[src/bmu_regs.svh]
// Constants of the bit manipulation unit: opcodes, port register addresses, reset values.
// Assumes it is included once per compile unit by the package and the modules.
`ifndef BMU_REGS_SVH
`define BMU_REGS_SVH
`define BMU_OP_W 4
`define BMU_OP_NONE 4'h0
`define BMU_OP_SET 4'h1
`define BMU_OP_CLR 4'h2
`define BMU_OP_NOT 4'h3
`define BMU_OP_TST 4'h4
`define BMU_OP_LD 4'h5
`define BMU_OP_ILD 4'h6
`define BMU_OP_ST 4'h7
`define BMU_OP_IST 4'h8
`define BMU_OP_IXOR 4'h9
`define BMU_ADDR_W 16
`define BMU_PORT_DDR_ADDR 16'hFFC5
`define BMU_PORT_DR_ADDR 16'hFFC7
`define BMU_DDR_READ_VAL 8'hFF
`define BMU_DDR_RESET 8'h00
`define BMU_DR_RESET 8'h00
`endif

[src/bmu_pkg.sv]
// Types of the bit manipulation unit.
// Assumes bmu_regs.svh sits in the include path.
`include "bmu_regs.svh"
package bmu_pkg;
	typedef logic [`BMU_OP_W-1:0] bmu_op_t;
	typedef logic [`BMU_ADDR_W-1:0] bmu_addr_t;
	typedef logic [7:0] bmu_byte_t;
	typedef enum logic [4:0] {
		BMU_IDLE = 5'h01,
		BMU_READ = 5'h02,
		BMU_MODIFY = 5'h04,
		BMU_WRITE = 5'h08,
		BMU_DONE = 5'h10
	} bmu_state_t;
endpackage

[src/bmu_bit_unit.sv]
// Bit manipulation datapath: carry logic, register-direct ops, memory read-modify-write.
// Assumes the core holds opValid high for one cycle and waits for done; the bus replies
// to a read in the next cycle through the port register block.
`include "bmu_regs.svh"

// What this block does
// - Inverted-bit xor: carry becomes carry xor not selected bit.
// - Load bit: carry takes selected bit; operand untouched.
// - Load inverted bit: carry takes complement of selected bit.
// - Store carry: selected bit of operand takes carry.
// - Store inverted carry: selected bit takes complement of carry.
// - Inverted forms take bit number from 3-bit immediate only.
// - Set, clear, invert, store forms rewrite whole byte, one bit changed.
// - Read byte at operand address, write modified byte to same address.
// - Direction register reads as all ones; rewrite sets other bits.
// - Data register read returns pin level for input pins.
// - Data register read returns stored bit for output pins.
// - Direction bit 0 makes pin input, 1 makes it output.
// - Data bit of input pin drives its pull-up: 1 on, 0 off.
// - Set, clear, invert, test take bit from immediate or register low bits.
// - Invert complements, set forces one, clear forces zero.
module bmu_bit_unit
	import bmu_pkg::*;
(
	input wire logic clk,
	input wire logic sys_rst,
	input wire logic opValid,
	input wire bmu_pkg::bmu_op_t opCode,
	input wire logic opIsReg,
	input wire logic bitFromReg,
	input wire logic [2:0] bitImm,
	input wire bmu_pkg::bmu_byte_t bitRegVal,
	input wire bmu_pkg::bmu_byte_t regOperand,
	input wire bmu_pkg::bmu_addr_t opAddr,
	input wire logic carryIn,
	input wire bmu_pkg::bmu_byte_t memRdData,
	input wire bmu_pkg::bmu_byte_t pinIn,
	output logic busRd_reg,
	output logic busWr_reg,
	output bmu_pkg::bmu_addr_t busAddr_reg,
	output bmu_pkg::bmu_byte_t busWrData_reg,
	output bmu_pkg::bmu_byte_t regResult_reg,
	output logic regWr_reg,
	output logic carryOut_reg,
	output logic carryWr_reg,
	output logic zeroOut_reg,
	output logic zeroWr_reg,
	output logic done_reg,
	output bmu_pkg::bmu_byte_t portDir_reg,
	output bmu_pkg::bmu_byte_t portOut_reg,
	output bmu_pkg::bmu_byte_t pullUpEn_reg
);
	bmu_state_t state_reg, state_next;
	bmu_op_t op_reg;
	logic [2:0] bitNum_reg;
	logic carry_reg;
	bmu_byte_t rdData;
	bmu_byte_t ddrVal;
	bmu_byte_t drVal;

	function automatic bmu_byte_t modify_byte(input bmu_op_t op, input bmu_byte_t d,
		input logic [2:0] n, input logic c);
		bmu_byte_t m;
		m = 8'h01 << n;
		case (op)
			`BMU_OP_SET: modify_byte = d | m;
			`BMU_OP_CLR: modify_byte = d & ~m;
			`BMU_OP_NOT: modify_byte = d ^ m;
			`BMU_OP_ST: modify_byte = c ? (d | m) : (d & ~m);
			`BMU_OP_IST: modify_byte = c ? (d & ~m) : (d | m);
			default: modify_byte = d;
		endcase
	endfunction

	function automatic logic writes_back(input bmu_op_t op);
		writes_back = (op == `BMU_OP_SET) || (op == `BMU_OP_CLR) || (op == `BMU_OP_NOT)
			|| (op == `BMU_OP_ST) || (op == `BMU_OP_IST);
	endfunction

	// Inverted forms have no register bit-number encoding, so the select is ignored
	wire isInvForm = (opCode == `BMU_OP_ILD) || (opCode == `BMU_OP_IST)
		|| (opCode == `BMU_OP_IXOR);
	wire useRegBit = bitFromReg && !isInvForm && ((opCode == `BMU_OP_SET)
		|| (opCode == `BMU_OP_CLR) || (opCode == `BMU_OP_NOT) || (opCode == `BMU_OP_TST));
	wire [2:0] bitSel = useRegBit ? bitRegVal[2:0] : bitImm;
	wire startReg = (state_reg == BMU_IDLE) && opValid && opIsReg;
	wire startMem = (state_reg == BMU_IDLE) && opValid && !opIsReg;
	wire bmu_byte_t operand = (state_reg == BMU_MODIFY) ? rdData : regOperand;
	wire bmu_op_t opNow = (state_reg == BMU_MODIFY) ? op_reg : opCode;
	wire [2:0] bitNow = (state_reg == BMU_MODIFY) ? bitNum_reg : bitSel;
	wire selBit = operand[bitNow];
	wire evalNow = startReg || (state_reg == BMU_MODIFY);
	wire isCarryOp = (opNow == `BMU_OP_LD) || (opNow == `BMU_OP_ILD) || (opNow == `BMU_OP_IXOR);
	// Memory ops use the carry taken at start, so a flag change during the read cannot leak in
	wire carryNow = (state_reg == BMU_MODIFY) ? carry_reg : carryIn;
	wire carryNext = (opNow == `BMU_OP_LD) ? selBit
		: (opNow == `BMU_OP_ILD) ? ~selBit
		: (carryNow ^ ~selBit);
	wire bmu_byte_t newByte = modify_byte(opNow, operand, bitNow, carryNow);

	always_comb begin
		state_next = state_reg;
		case (state_reg)
			BMU_IDLE: begin
				if (startMem) begin
					state_next = BMU_READ;
				end else if (startReg) begin
					state_next = BMU_DONE;
				end
			end
			BMU_READ: state_next = BMU_MODIFY;
			BMU_MODIFY: state_next = writes_back(op_reg) ? BMU_WRITE : BMU_DONE;
			BMU_WRITE: state_next = BMU_DONE;
			BMU_DONE: state_next = BMU_IDLE;
			default: state_next = BMU_IDLE;
		endcase
	end

	bmu_port_regs bmu_port_regs_i (
		.clk(clk),
		.sys_rst(sys_rst),
		.wrEn(busWr_reg),
		.addr(busAddr_reg),
		.wrData(busWrData_reg),
		.memRdData(memRdData),
		.pinIn(pinIn),
		.rdData_reg(rdData),
		.ddr_reg(ddrVal),
		.dr_reg(drVal)
	);

	always_ff @(posedge clk) begin
		if (sys_rst) begin
			state_reg <= BMU_IDLE;
			op_reg <= `BMU_OP_NONE;
			bitNum_reg <= 3'h0;
			carry_reg <= 1'b0;
		end else begin
			state_reg <= state_next;
			if (startMem) begin
				op_reg <= opCode;
				bitNum_reg <= bitSel;
				carry_reg <= carryIn;
			end
		end
	end

	always_ff @(posedge clk) begin
		if (sys_rst) begin
			busRd_reg <= 1'b0;
			busWr_reg <= 1'b0;
			busAddr_reg <= 16'h0000;
			busWrData_reg <= 8'h00;
		end else begin
			busRd_reg <= startMem;
			busWr_reg <= (state_reg == BMU_MODIFY) && writes_back(op_reg);
			if (startMem) begin
				busAddr_reg <= opAddr;
			end
			if (state_reg == BMU_MODIFY) begin
				busWrData_reg <= newByte;
			end
		end
	end

	always_ff @(posedge clk) begin
		if (sys_rst) begin
			regResult_reg <= 8'h00;
			regWr_reg <= 1'b0;
			carryOut_reg <= 1'b0;
			carryWr_reg <= 1'b0;
			zeroOut_reg <= 1'b0;
			zeroWr_reg <= 1'b0;
			done_reg <= 1'b0;
		end else begin
			regWr_reg <= startReg && writes_back(opCode);
			if (startReg) begin
				regResult_reg <= newByte;
			end
			carryWr_reg <= evalNow && isCarryOp;
			if (evalNow && isCarryOp) begin
				carryOut_reg <= carryNext;
			end
			zeroWr_reg <= evalNow && (opNow == `BMU_OP_TST);
			if (evalNow && (opNow == `BMU_OP_TST)) begin
				zeroOut_reg <= ~selBit;
			end
			done_reg <= state_next == BMU_DONE;
		end
	end

	always_ff @(posedge clk) begin
		if (sys_rst) begin
			portDir_reg <= 8'h00;
			portOut_reg <= 8'h00;
			pullUpEn_reg <= 8'h00;
		end else begin
			portDir_reg <= ddrVal;
			portOut_reg <= drVal & ddrVal;
			pullUpEn_reg <= drVal & ~ddrVal;
		end
	end

	AST_REG_NO_BUS: assert property (@(posedge clk) disable iff (sys_rst)
		startReg |=> !busRd_reg ##1 !busWr_reg) else $error("bus used for register op");
	AST_RMW_SEQ: assert property (@(posedge clk) disable iff (sys_rst)
		startMem && writes_back(opCode) |=> busRd_reg ##2 busWr_reg)
		else $error("read-modify-write order broken");
	AST_SAME_ADDR: assert property (@(posedge clk) disable iff (sys_rst)
		busRd_reg |-> ##2 (busAddr_reg == $past(busAddr_reg, 2))) else $error("address moved");
	AST_LD_CARRY: assert property (@(posedge clk) disable iff (sys_rst)
		startReg && opCode == `BMU_OP_LD |=> carryWr_reg && carryOut_reg == $past(selBit))
		else $error("load bit carry wrong");
	AST_ILD_CARRY: assert property (@(posedge clk) disable iff (sys_rst)
		startReg && opCode == `BMU_OP_ILD |=> carryOut_reg == !$past(selBit))
		else $error("load inverted carry wrong");
	AST_IXOR_CARRY: assert property (@(posedge clk) disable iff (sys_rst)
		startReg && opCode == `BMU_OP_IXOR |=> carryOut_reg == ($past(carryIn) ^ !$past(selBit)))
		else $error("xor inverted carry wrong");
	AST_IMM_ONLY: assert property (@(posedge clk) disable iff (sys_rst)
		opValid && isInvForm |-> bitSel == bitImm)
		else $error("inverted form used register bit");
	AST_ST_BIT: assert property (@(posedge clk) disable iff (sys_rst)
		startReg && opCode == `BMU_OP_ST |=> regResult_reg[$past(bitSel)] == $past(carryIn))
		else $error("store carry wrong");
	AST_IST_BIT: assert property (@(posedge clk) disable iff (sys_rst)
		startReg && opCode == `BMU_OP_IST |=> regResult_reg[$past(bitSel)] == !$past(carryIn))
		else $error("store inverted carry wrong");
	AST_PULLUP: assert property (@(posedge clk) disable iff (sys_rst)
		##1 pullUpEn_reg == ($past(drVal) & ~$past(ddrVal))) else $error("pull-up wrong");

	COV_REG_OP: cover property (@(posedge clk) startReg);
	COV_MEM_RMW: cover property (@(posedge clk) busRd_reg ##2 busWr_reg);
	COV_DDR_RMW: cover property (@(posedge clk) busWr_reg && busAddr_reg == `BMU_PORT_DDR_ADDR);
	COV_DR_RMW: cover property (@(posedge clk) busWr_reg && busAddr_reg == `BMU_PORT_DR_ADDR);
endmodule

[src/bmu_port_regs.sv]
// Port data and direction registers with their read-back behaviour.
// Assumes one bus access per cycle from the unit; pin levels are synchronous.
`include "bmu_regs.svh"
module bmu_port_regs
	import bmu_pkg::*;
(
	input wire logic clk,
	input wire logic sys_rst,
	input wire logic wrEn,
	input wire bmu_pkg::bmu_addr_t addr,
	input wire bmu_pkg::bmu_byte_t wrData,
	input wire bmu_pkg::bmu_byte_t memRdData,
	input wire bmu_pkg::bmu_byte_t pinIn,
	output bmu_pkg::bmu_byte_t rdData_reg,
	output bmu_pkg::bmu_byte_t ddr_reg,
	output bmu_pkg::bmu_byte_t dr_reg
);
	wire isDdr = (addr == `BMU_PORT_DDR_ADDR);
	wire isDr = (addr == `BMU_PORT_DR_ADDR);
	// Inputs give pin level, outputs give the stored bit
	wire bmu_byte_t drView = (pinIn & ~ddr_reg) | (dr_reg & ddr_reg);
	wire bmu_byte_t rdNext = isDdr ? `BMU_DDR_READ_VAL : (isDr ? drView : memRdData);

	always_ff @(posedge clk) begin
		if (sys_rst) begin
			ddr_reg <= `BMU_DDR_RESET;
			dr_reg <= `BMU_DR_RESET;
			rdData_reg <= 8'h00;
		end else begin
			rdData_reg <= rdNext;
			if (wrEn && isDdr) begin
				ddr_reg <= wrData;
			end
			if (wrEn && isDr) begin
				dr_reg <= wrData;
			end
		end
	end

	AST_DDR_READS_ONES: assert property (@(posedge clk) disable iff (sys_rst)
		isDdr |=> rdData_reg == 8'hFF) else $error("direction read not all ones");
	// Judged bit by bit against pins and stored bits, not against the read mux itself
	AST_DR_VIEW: assert property (@(posedge clk) disable iff (sys_rst)
		isDr |=> ((rdData_reg ^ $past(pinIn)) & ~$past(ddr_reg)) == 8'h00)
		else $error("input pin not read as pin level");
	AST_DR_OUT_VIEW: assert property (@(posedge clk) disable iff (sys_rst)
		isDr |=> ((rdData_reg ^ $past(dr_reg)) & $past(ddr_reg)) == 8'h00)
		else $error("output pin not read as stored bit");
endmodule

[config.mk]
export PLATFORM = sky130hd
export DESIGN_NAME = bmu_bit_unit
export DESIGN_NICKNAME = d
export VERILOG_FILES = /design/src/bmu_pkg.sv /design/src/bmu_bit_unit.sv /design/src/bmu_port_regs.sv
export VERILOG_INCLUDE_DIRS = /design/src
export SDC_FILE = /design/constraint.sdc
export NUM_CORES = 1
export LEC_CHECK = 0
export ABC_AREA = 1
export BUFFER_PORTS_ARGS = -buffer_cell sky130_fd_sc_hd__buf_4
export CORE_MARGIN = 2
export CORE_UTILIZATION = 49
export DETAILED_ROUTE_END_ITERATION = 7
export PLACE_DENSITY = 0.77
export SYNTH_ARGS = -nofsm -noshare
export SYNTH_HDL_FRONTEND = slang
export SYNTH_HIERARCHICAL = 1
export SYNTH_SLANG_ARGS = --single-unit
[constraint.sdc]
create_clock -name clk -period 2.15 [get_ports clk]
set_input_delay 0.1075 -clock clk [delete_from_list [all_inputs] [get_ports clk]]
set_output_delay 0.1075 -clock clk [all_outputs]
set_load 0.03 [all_outputs]
==> metrics, run 1 <==
most frequent cells after synthesis=nand2_1 (192), nor2_1 (135), inv_1 (114), dfxtp_1 (101), nand3_1 (85); width of the chip=107 um; first-pass GRT wire length=25.0 mm; diodes inserted=0; register bit total from synthesis=101; synthesis-to-layout area growth=48.6%; FF/Latch Area=2030 um2; via count=5885; Primary FF master, synth=dfxtp_1; average size of a mapped cell=6.62 um2; Area after DPL=6620 um2; critical path type=flop to flop; number of hold-slack violations in the final timing report=0; number of enable flip-flop cells after synthesis=0; actual slew at the worst max-slew pin=788 ps; synthesized instance count=786; share of the clock period used by the worst path=107%; Final Critical Period=2300 ps; number of vias per cell after detailed routing=5.19; Setup crit end kind=flop; count of yosys warnings during synthesis=6; Post-Synthesis Net Count=863; critical path peak fanout=10; violated checks=negative setup slack; average detailed-routed wire length per instance=15.1 um; full die area=11500 um2; number of placement rows=37; pin count of the biggest net entering global routing=32; total power of the final layout=4.31 mW; number of global-route vias before repair=5375; clock tree from TritonCTS=built; most instantiated library cell after synthesis=nand2_1; setup violation total in the final timing report=17; area of the mapped netlist=5200 um2; Worst Path Arrival=2620 ps; floorplan die height=107 um; clock-pin transition on the worst setup and hold timing paths=100 ps; ratio of cells with drive above 1 in the final layout=34.5%; count of port buffers added during placement=119; sequential area share after synthesis=38.9%; number of pins with negative max-slew slack in the final report=0; clock buffers created by TritonCTS=9; GRT Resource Usage Total=27.3%; standard cell core area=10300 um2; clock sinks=101; number of search-and-repair iterations in the first detailed-routing pass=7; startpoint types=flop; buffer levels on the longest clock path=2; Post-Layout Inst Area=7720 um2; kind of path behind the tightest hold check=primary input to flop; fraction of registers with async set or reset after synthesis=0%; Pleak=3.89 nW; unrepaired setup endpoints after global routing=true; max cap viols=0; total power per unit cell area=558 nW/um2; cell types occupying the most area after synthesis=dfxtp_1 (39%), nand2_1 (14%), nor2_1 (9.7%); DRC violation count after routing=0; nets=1070; Max rail drop VDD=0.497 mV; remaining global-route overflow=0; Starting Density=50.4%; top cell type's share of synthesized area=38.9%; final weighted congestion in routability-driven placement=0.901; I/O pin total=125; number of DRC markers after the initial detailed-route iteration=402; required time of the critical path=2460 ps; largest area contributor in the netlist=dfxtp_1; antenna violations before repair=0; Fin Clk Skew=18.6 ps; htree depth=3; Root Driver=clkbuf_8; Max-slew headroom=47.4%; flip-flop count of the largest register after layout=16; Layout fillers=758; run status=finished with violations; post-synth cell types=35; total detailed-routing wirelength=17.1 mm; area taken by multi-input logic gates=3070 um2; later-pin clock latency in the skew report=370 ps; top achievable clock speed=0.434 GHz; detailed placer's ending HPWL=10.2 mm; Final ANT Viol Nets=0; post-route setup slack=-152 ps
==> placed cells by master (no fill, tap or decap), types with 9 or more instances in the layout <==
| cell type | count |
|---|---|
| buf_4 | 185 |
| nand2_1 | 163 |
| nor2_1 | 124 |
| inv_1 | 109 |
| dfxtp_1 | 98 |
| nand3_1 | 69 |
| nand2_2 | 29 |
| o21ai_0 | 27 |
| nor3_1 | 18 |
| nor2_2 | 17 |
| dlygate4sd3_1 | 17 |
| buf_6 | 11 |
| nand3_2 | 10 |
| ha_1 | 10 |
| clkbuf_8 | 10 |
| o21ai_2 | 9 |
==> layout make-up <==
| class | instances | area share, % |
|---|---|---|
| Timing Repair Buffer | 218 | 23.2 |
| Tap cell | 136 | 2.20 |
| Clock buffer | 10 | 1.78 |
| Clock inverter | 6 | 0.745 |
| Inverter | 121 | 6.07 |
| Multi-Input combinational cell | 542 | 39.8 |
| Sequential cell | 101 | 26.2 |
==> routing by layer <==
metal | GRT usage, % | routed length [um] | up-vias
li1 | - | - | 2848
met1 | 32.9 | 6570 | 2690
met2 | 47.5 | 8440 | 278
met3 | 6.26 | 1330 | 69
met4 | 10.3 | 740 | 0
met5 | 0 | 0 | -
==> kinds of logic after synthesis <==
group / share of synthesized area (%)
AND/OR/NAND/NOR: 40.4
buffers and inverters: 10.6
flip-flops: 38.9
AO/OA/AOI/OAI: 6.26
adder cells (fa/ha/maj): 3.85
==> stage by stage <==
| step | TNS, ps | hold WS (ps) | instances | util [%] | setup WS (ps) |
|---|---|---|---|---|---|
| after floorplan | 0 | 242 | 786 | - | 21.4 |
| after global placement | -1340 | 330 | 1079 | 64.1 | -148 |
| after detailed placement | -2350 | 334 | 1079 | 64.1 | -197 |
| after CTS | -13.4 | 7.04 | 1120 | 71.1 | -8.97 |
| after global routing | -3230 | 29.3 | 1134 | 74.8 | -271 |
| final | -1220 | 16.0 | 1134 | 74.8 | -152 |
==> report_power, final <==
part           switching (mW)  internal [mW]
sequential             0.0723           1.96
combinational           0.632          0.463
clock                   0.716          0.471
total                    1.42           2.89
==> worst max-delay path, cell delays in order, from the launching register on <==
cell and delay, ps:
dfxtp_2 340, nor2_4 140, nand4_4 130, buf_6 170, buf_12 120, buf_16 140
nand2_4 60, o21ai_4 70, inv_4 100, nand2_2 70, buf_4 150, o21ai_2 150
buf_6 170, nand2_1 80, nand2_1 80, nand2_2 80, nand3_1 90, nand2_1 70
inv_1 50
==> final timing paths <==
check	start	to	slack, ps	depth (start not counted)
max reg2reg	state_reg[0]$_SDFF_PP1_	busWrData_reg[0]$_SDFFE_PP0P_	-150	18
min	memRdData[6]	bmu_port_regs_i/rdData_reg[6]$_SDFF_PP0_	20	5
max	state_reg[0]$_SDFF_PP1_	busWrData_reg[0]$_SDFFE_PP0P_	-150	18
min reg2reg	bmu_port_regs_i/ddr_reg[0]$_SDFFE_PP0P_	pullUpEn_reg[0]$_SDFF_PP0_	480	1
==> repair_timing <==
action                     CTS  global route
gates resized for setup     59            77
pin swaps                   11            29
setup endpoints to repair   17            26
cloned                       2             0
hold endpoints to repair    17             0
hold buffers                17             0
setup buffers                6            15
No activity file was read; power rests on OpenSTA's default activity.
==> run 2, diff against run 1 <==
==> constraint.sdc (replaced) <==
create_clock -name clk -period 2.1 [get_ports clk]
set_input_delay 0.105 -clock clk [delete_from_list [all_inputs] [get_ports clk]]
set_output_delay 0.105 -clock clk [all_outputs]
set_load 0.03 [all_outputs]
==> run 2 against run 1 <==
Effect of this change:
- the run still ends with negative setup slack left
- first-iteration DRC count is 26% lower
- critical path type unchanged
- cell count rose by 0.26%
- sequential cell count unchanged
==> metrics, run 2 (synthesis gave the netlist of run 1 again) <==
sequential share of power=45.9%; Layout fillers=760; buffer levels on the longest clock path=2; Root Driver=clkbuf_8; most frequent standard cell in the layout excluding fill and tap cells=buf_4; GRT Resource Usage Total=25.7%; first-pass GRT wire length=23.5 mm; number of placement rows=37; average detailed-routed wire length per instance=13.8 um; number of DRC markers after the initial detailed-route iteration=298; Worst Path Arrival=2480 ps; slowest cell on the critical path=dfxtp_2; via count=5738; Setup crit end kind=flop; Starting Density=50.4%; cell occurring most often along the worst timing path=nand2_1; violated checks=negative setup slack; I/O pin total=125; DRC violation count after routing=0; total detailed-routing wirelength=15.7 mm; post-route setup slack=-79.6 ps; top achievable clock speed=0.459 GHz; net switching power=1.43 mW; final weighted congestion in routability-driven placement=0.919; pin count of the biggest net entering global routing=32; max cap viols=0; clock tree from TritonCTS=built; critical path type=flop to flop; number of pins with negative max-slew slack in the final report=0; Fin Clk Skew=18.8 ps; htree depth=3; clock buffers created by TritonCTS=9; diodes inserted=0; Clk pwr share=30.2%; required time of the critical path=2400 ps; number of search-and-repair iterations in the first detailed-routing pass=7; Final ANT Viol Nets=0; combinational cell fraction of total power=24.0%; ratio of cells with drive above 1 in the final layout=33.8%; clock-pin transition on the worst setup and hold timing paths=110 ps; Pleak=3.93 nW; clock sinks=101; antenna violations before repair=0; Max rail drop VDD=0.502 mV; floorplan die height=107 um; standard cell core area=10300 um2; ordered list of cells on the worst path=nor2_4 > nand4_4 > buf_12 > buf_4 > nand2_1 > o21ai_4 > inv_4 > nor2_4 > nand2_1 > nand2_1 > o21ai_4 > buf_6 > nor2_1 > nor2_2 > nand3_1 > nand2_1 > inv_1; later-pin clock latency in the skew report=400 ps; run status=finished with violations; detailed placer's ending HPWL=10.3 mm; most used cells in the layout excluding fill and tap cells=buf_4 (191), nand2_1 (173), nor2_1 (123); full die area=11500 um2; number of global-route vias before repair=5184; Final Critical Period=2180 ps; nets=1073; number of vias per cell after detailed routing=5.05; critical path peak fanout=7; Max-slew headroom=48.1%; setup violation total in the final timing report=15; count of port buffers added during placement=119; share of the clock period used by the worst path=104%; summed negative setup slack over all endpoints=-560 ps; flip-flop count of the largest register after layout=16; synthesis-to-layout area growth=48.4%; width of the chip=107 um; actual slew at the worst max-slew pin=778 ps; Int Pwr=3.10 mW; unrepaired setup endpoints after global routing=true; switching share of power=31.6%; post-placement setup slack=-232 ps; maximum cell stage delay along the critical path=340 ps; remaining global-route overflow=0; kind of path behind the tightest hold check=primary input to flop; startpoint types=flop; number of hold-slack violations in the final timing report=0; total power per unit cell area=588 nW/um2
==> run 2: changes by cell type in the layout (fill, tap and decap cells not counted), sizes merged <==
| cell | change |
|---|---|
| clkinv | -3 |
| dlygate4sd3 | +1 |
| buf | +2 |
| clkbuf | +1 |
| clkinvlp | -2 |
| bufinv | +1 |
| inv | +3 |
==> run 2: cell type report <==
cell class	count	area (um2)	area share (%)
Multi-Input combinational cell	542	3060	39.7
Sequential cell	101	2030	26.2
Timing Repair Buffer	221	1780	23.0
Inverter	121	467	6.05
Tap cell	136	170	2.20
Clock buffer	11	151	1.96
Clock inverter	5	63.8	0.827
==> run 2: power by group through the flow <==
stage                     Clock (mW)  Combinational (mW)  Sequential (mW)
after floorplan                    0               0.410             2.21
after global placement             0               0.882             2.11
after detailed placement           0               0.895             2.11
after CTS                       1.38               0.958             2.07
after global routing            1.46                1.18             2.09
final                           1.37                1.09             2.08
==> run 2: worst max-delay path: cells and delay by family, from the launching register on <==
kind                   cells  cell delay [ps]
DFF                        1              340
and+or+nand+nor           10              930
buffers and inverters      5              600
AOI/OAI and AO/OA          2              220
==> run 2: metal layers <==
layer | up-vias | track usage [%] | wire, um
met4 | 0 | 8.63 | 509
met2 | 196 | 45.6 | 7910
met1 | 2632 | 31.4 | 6350
li1 | 2858 | - | -
met3 | 52 | 4.50 | 890
met5 | - | 0 | 0
==> run 2: final timing paths <==
path / from / cells after the start / to / slack [ps]
hold reg to reg: bmu_port_regs_i/dr_reg[4]$_SDFFE_PP0P_ / 2 / pullUpEn_reg[4]$_SDFF_PP0_ / 480
hold / removal: memRdData[6] / 5 / bmu_port_regs_i/rdData_reg[6]$_SDFF_PP0_ / 4
setup / recovery: state_reg[1]$_SDFF_PP0_ / 17 / busWrData_reg[3]$_SDFFE_PP0P_ / -80
setup reg to reg: state_reg[1]$_SDFF_PP0_ / 17 / busWrData_reg[3]$_SDFFE_PP0P_ / -80
==> run 2: metrics by stage <==
step | instance area (um2) | std cells | util (%) | hold WS (ps) | power, mW
3_5_place_dp | 6720 | 1090 | 65.0 | 333 | 3.01
6_report | 7720 | 1137 | 74.8 | 3.99 | 4.54
4_1_cts | 7280 | 1128 | 70.6 | 4.16 | 4.41
5_1_grt | 7720 | 1137 | 74.8 | 13.3 | 4.74
3_3_place_gp | 6720 | 1090 | 65.0 | 328 | 2.99
2_1_floorplan | 5200 | 786 | - | 240 | 2.62
==> run 2: repair_timing <==
item / CTS / global route
hold endpoints to repair: 18 / 0
gates cloned: 0 / 0
hold buffers: 18 / 0
setup endpoints to repair: 17 / 27
pin swaps: 11 / 20
gates resized for setup: 46 / 87
setup buffers: 4 / 9
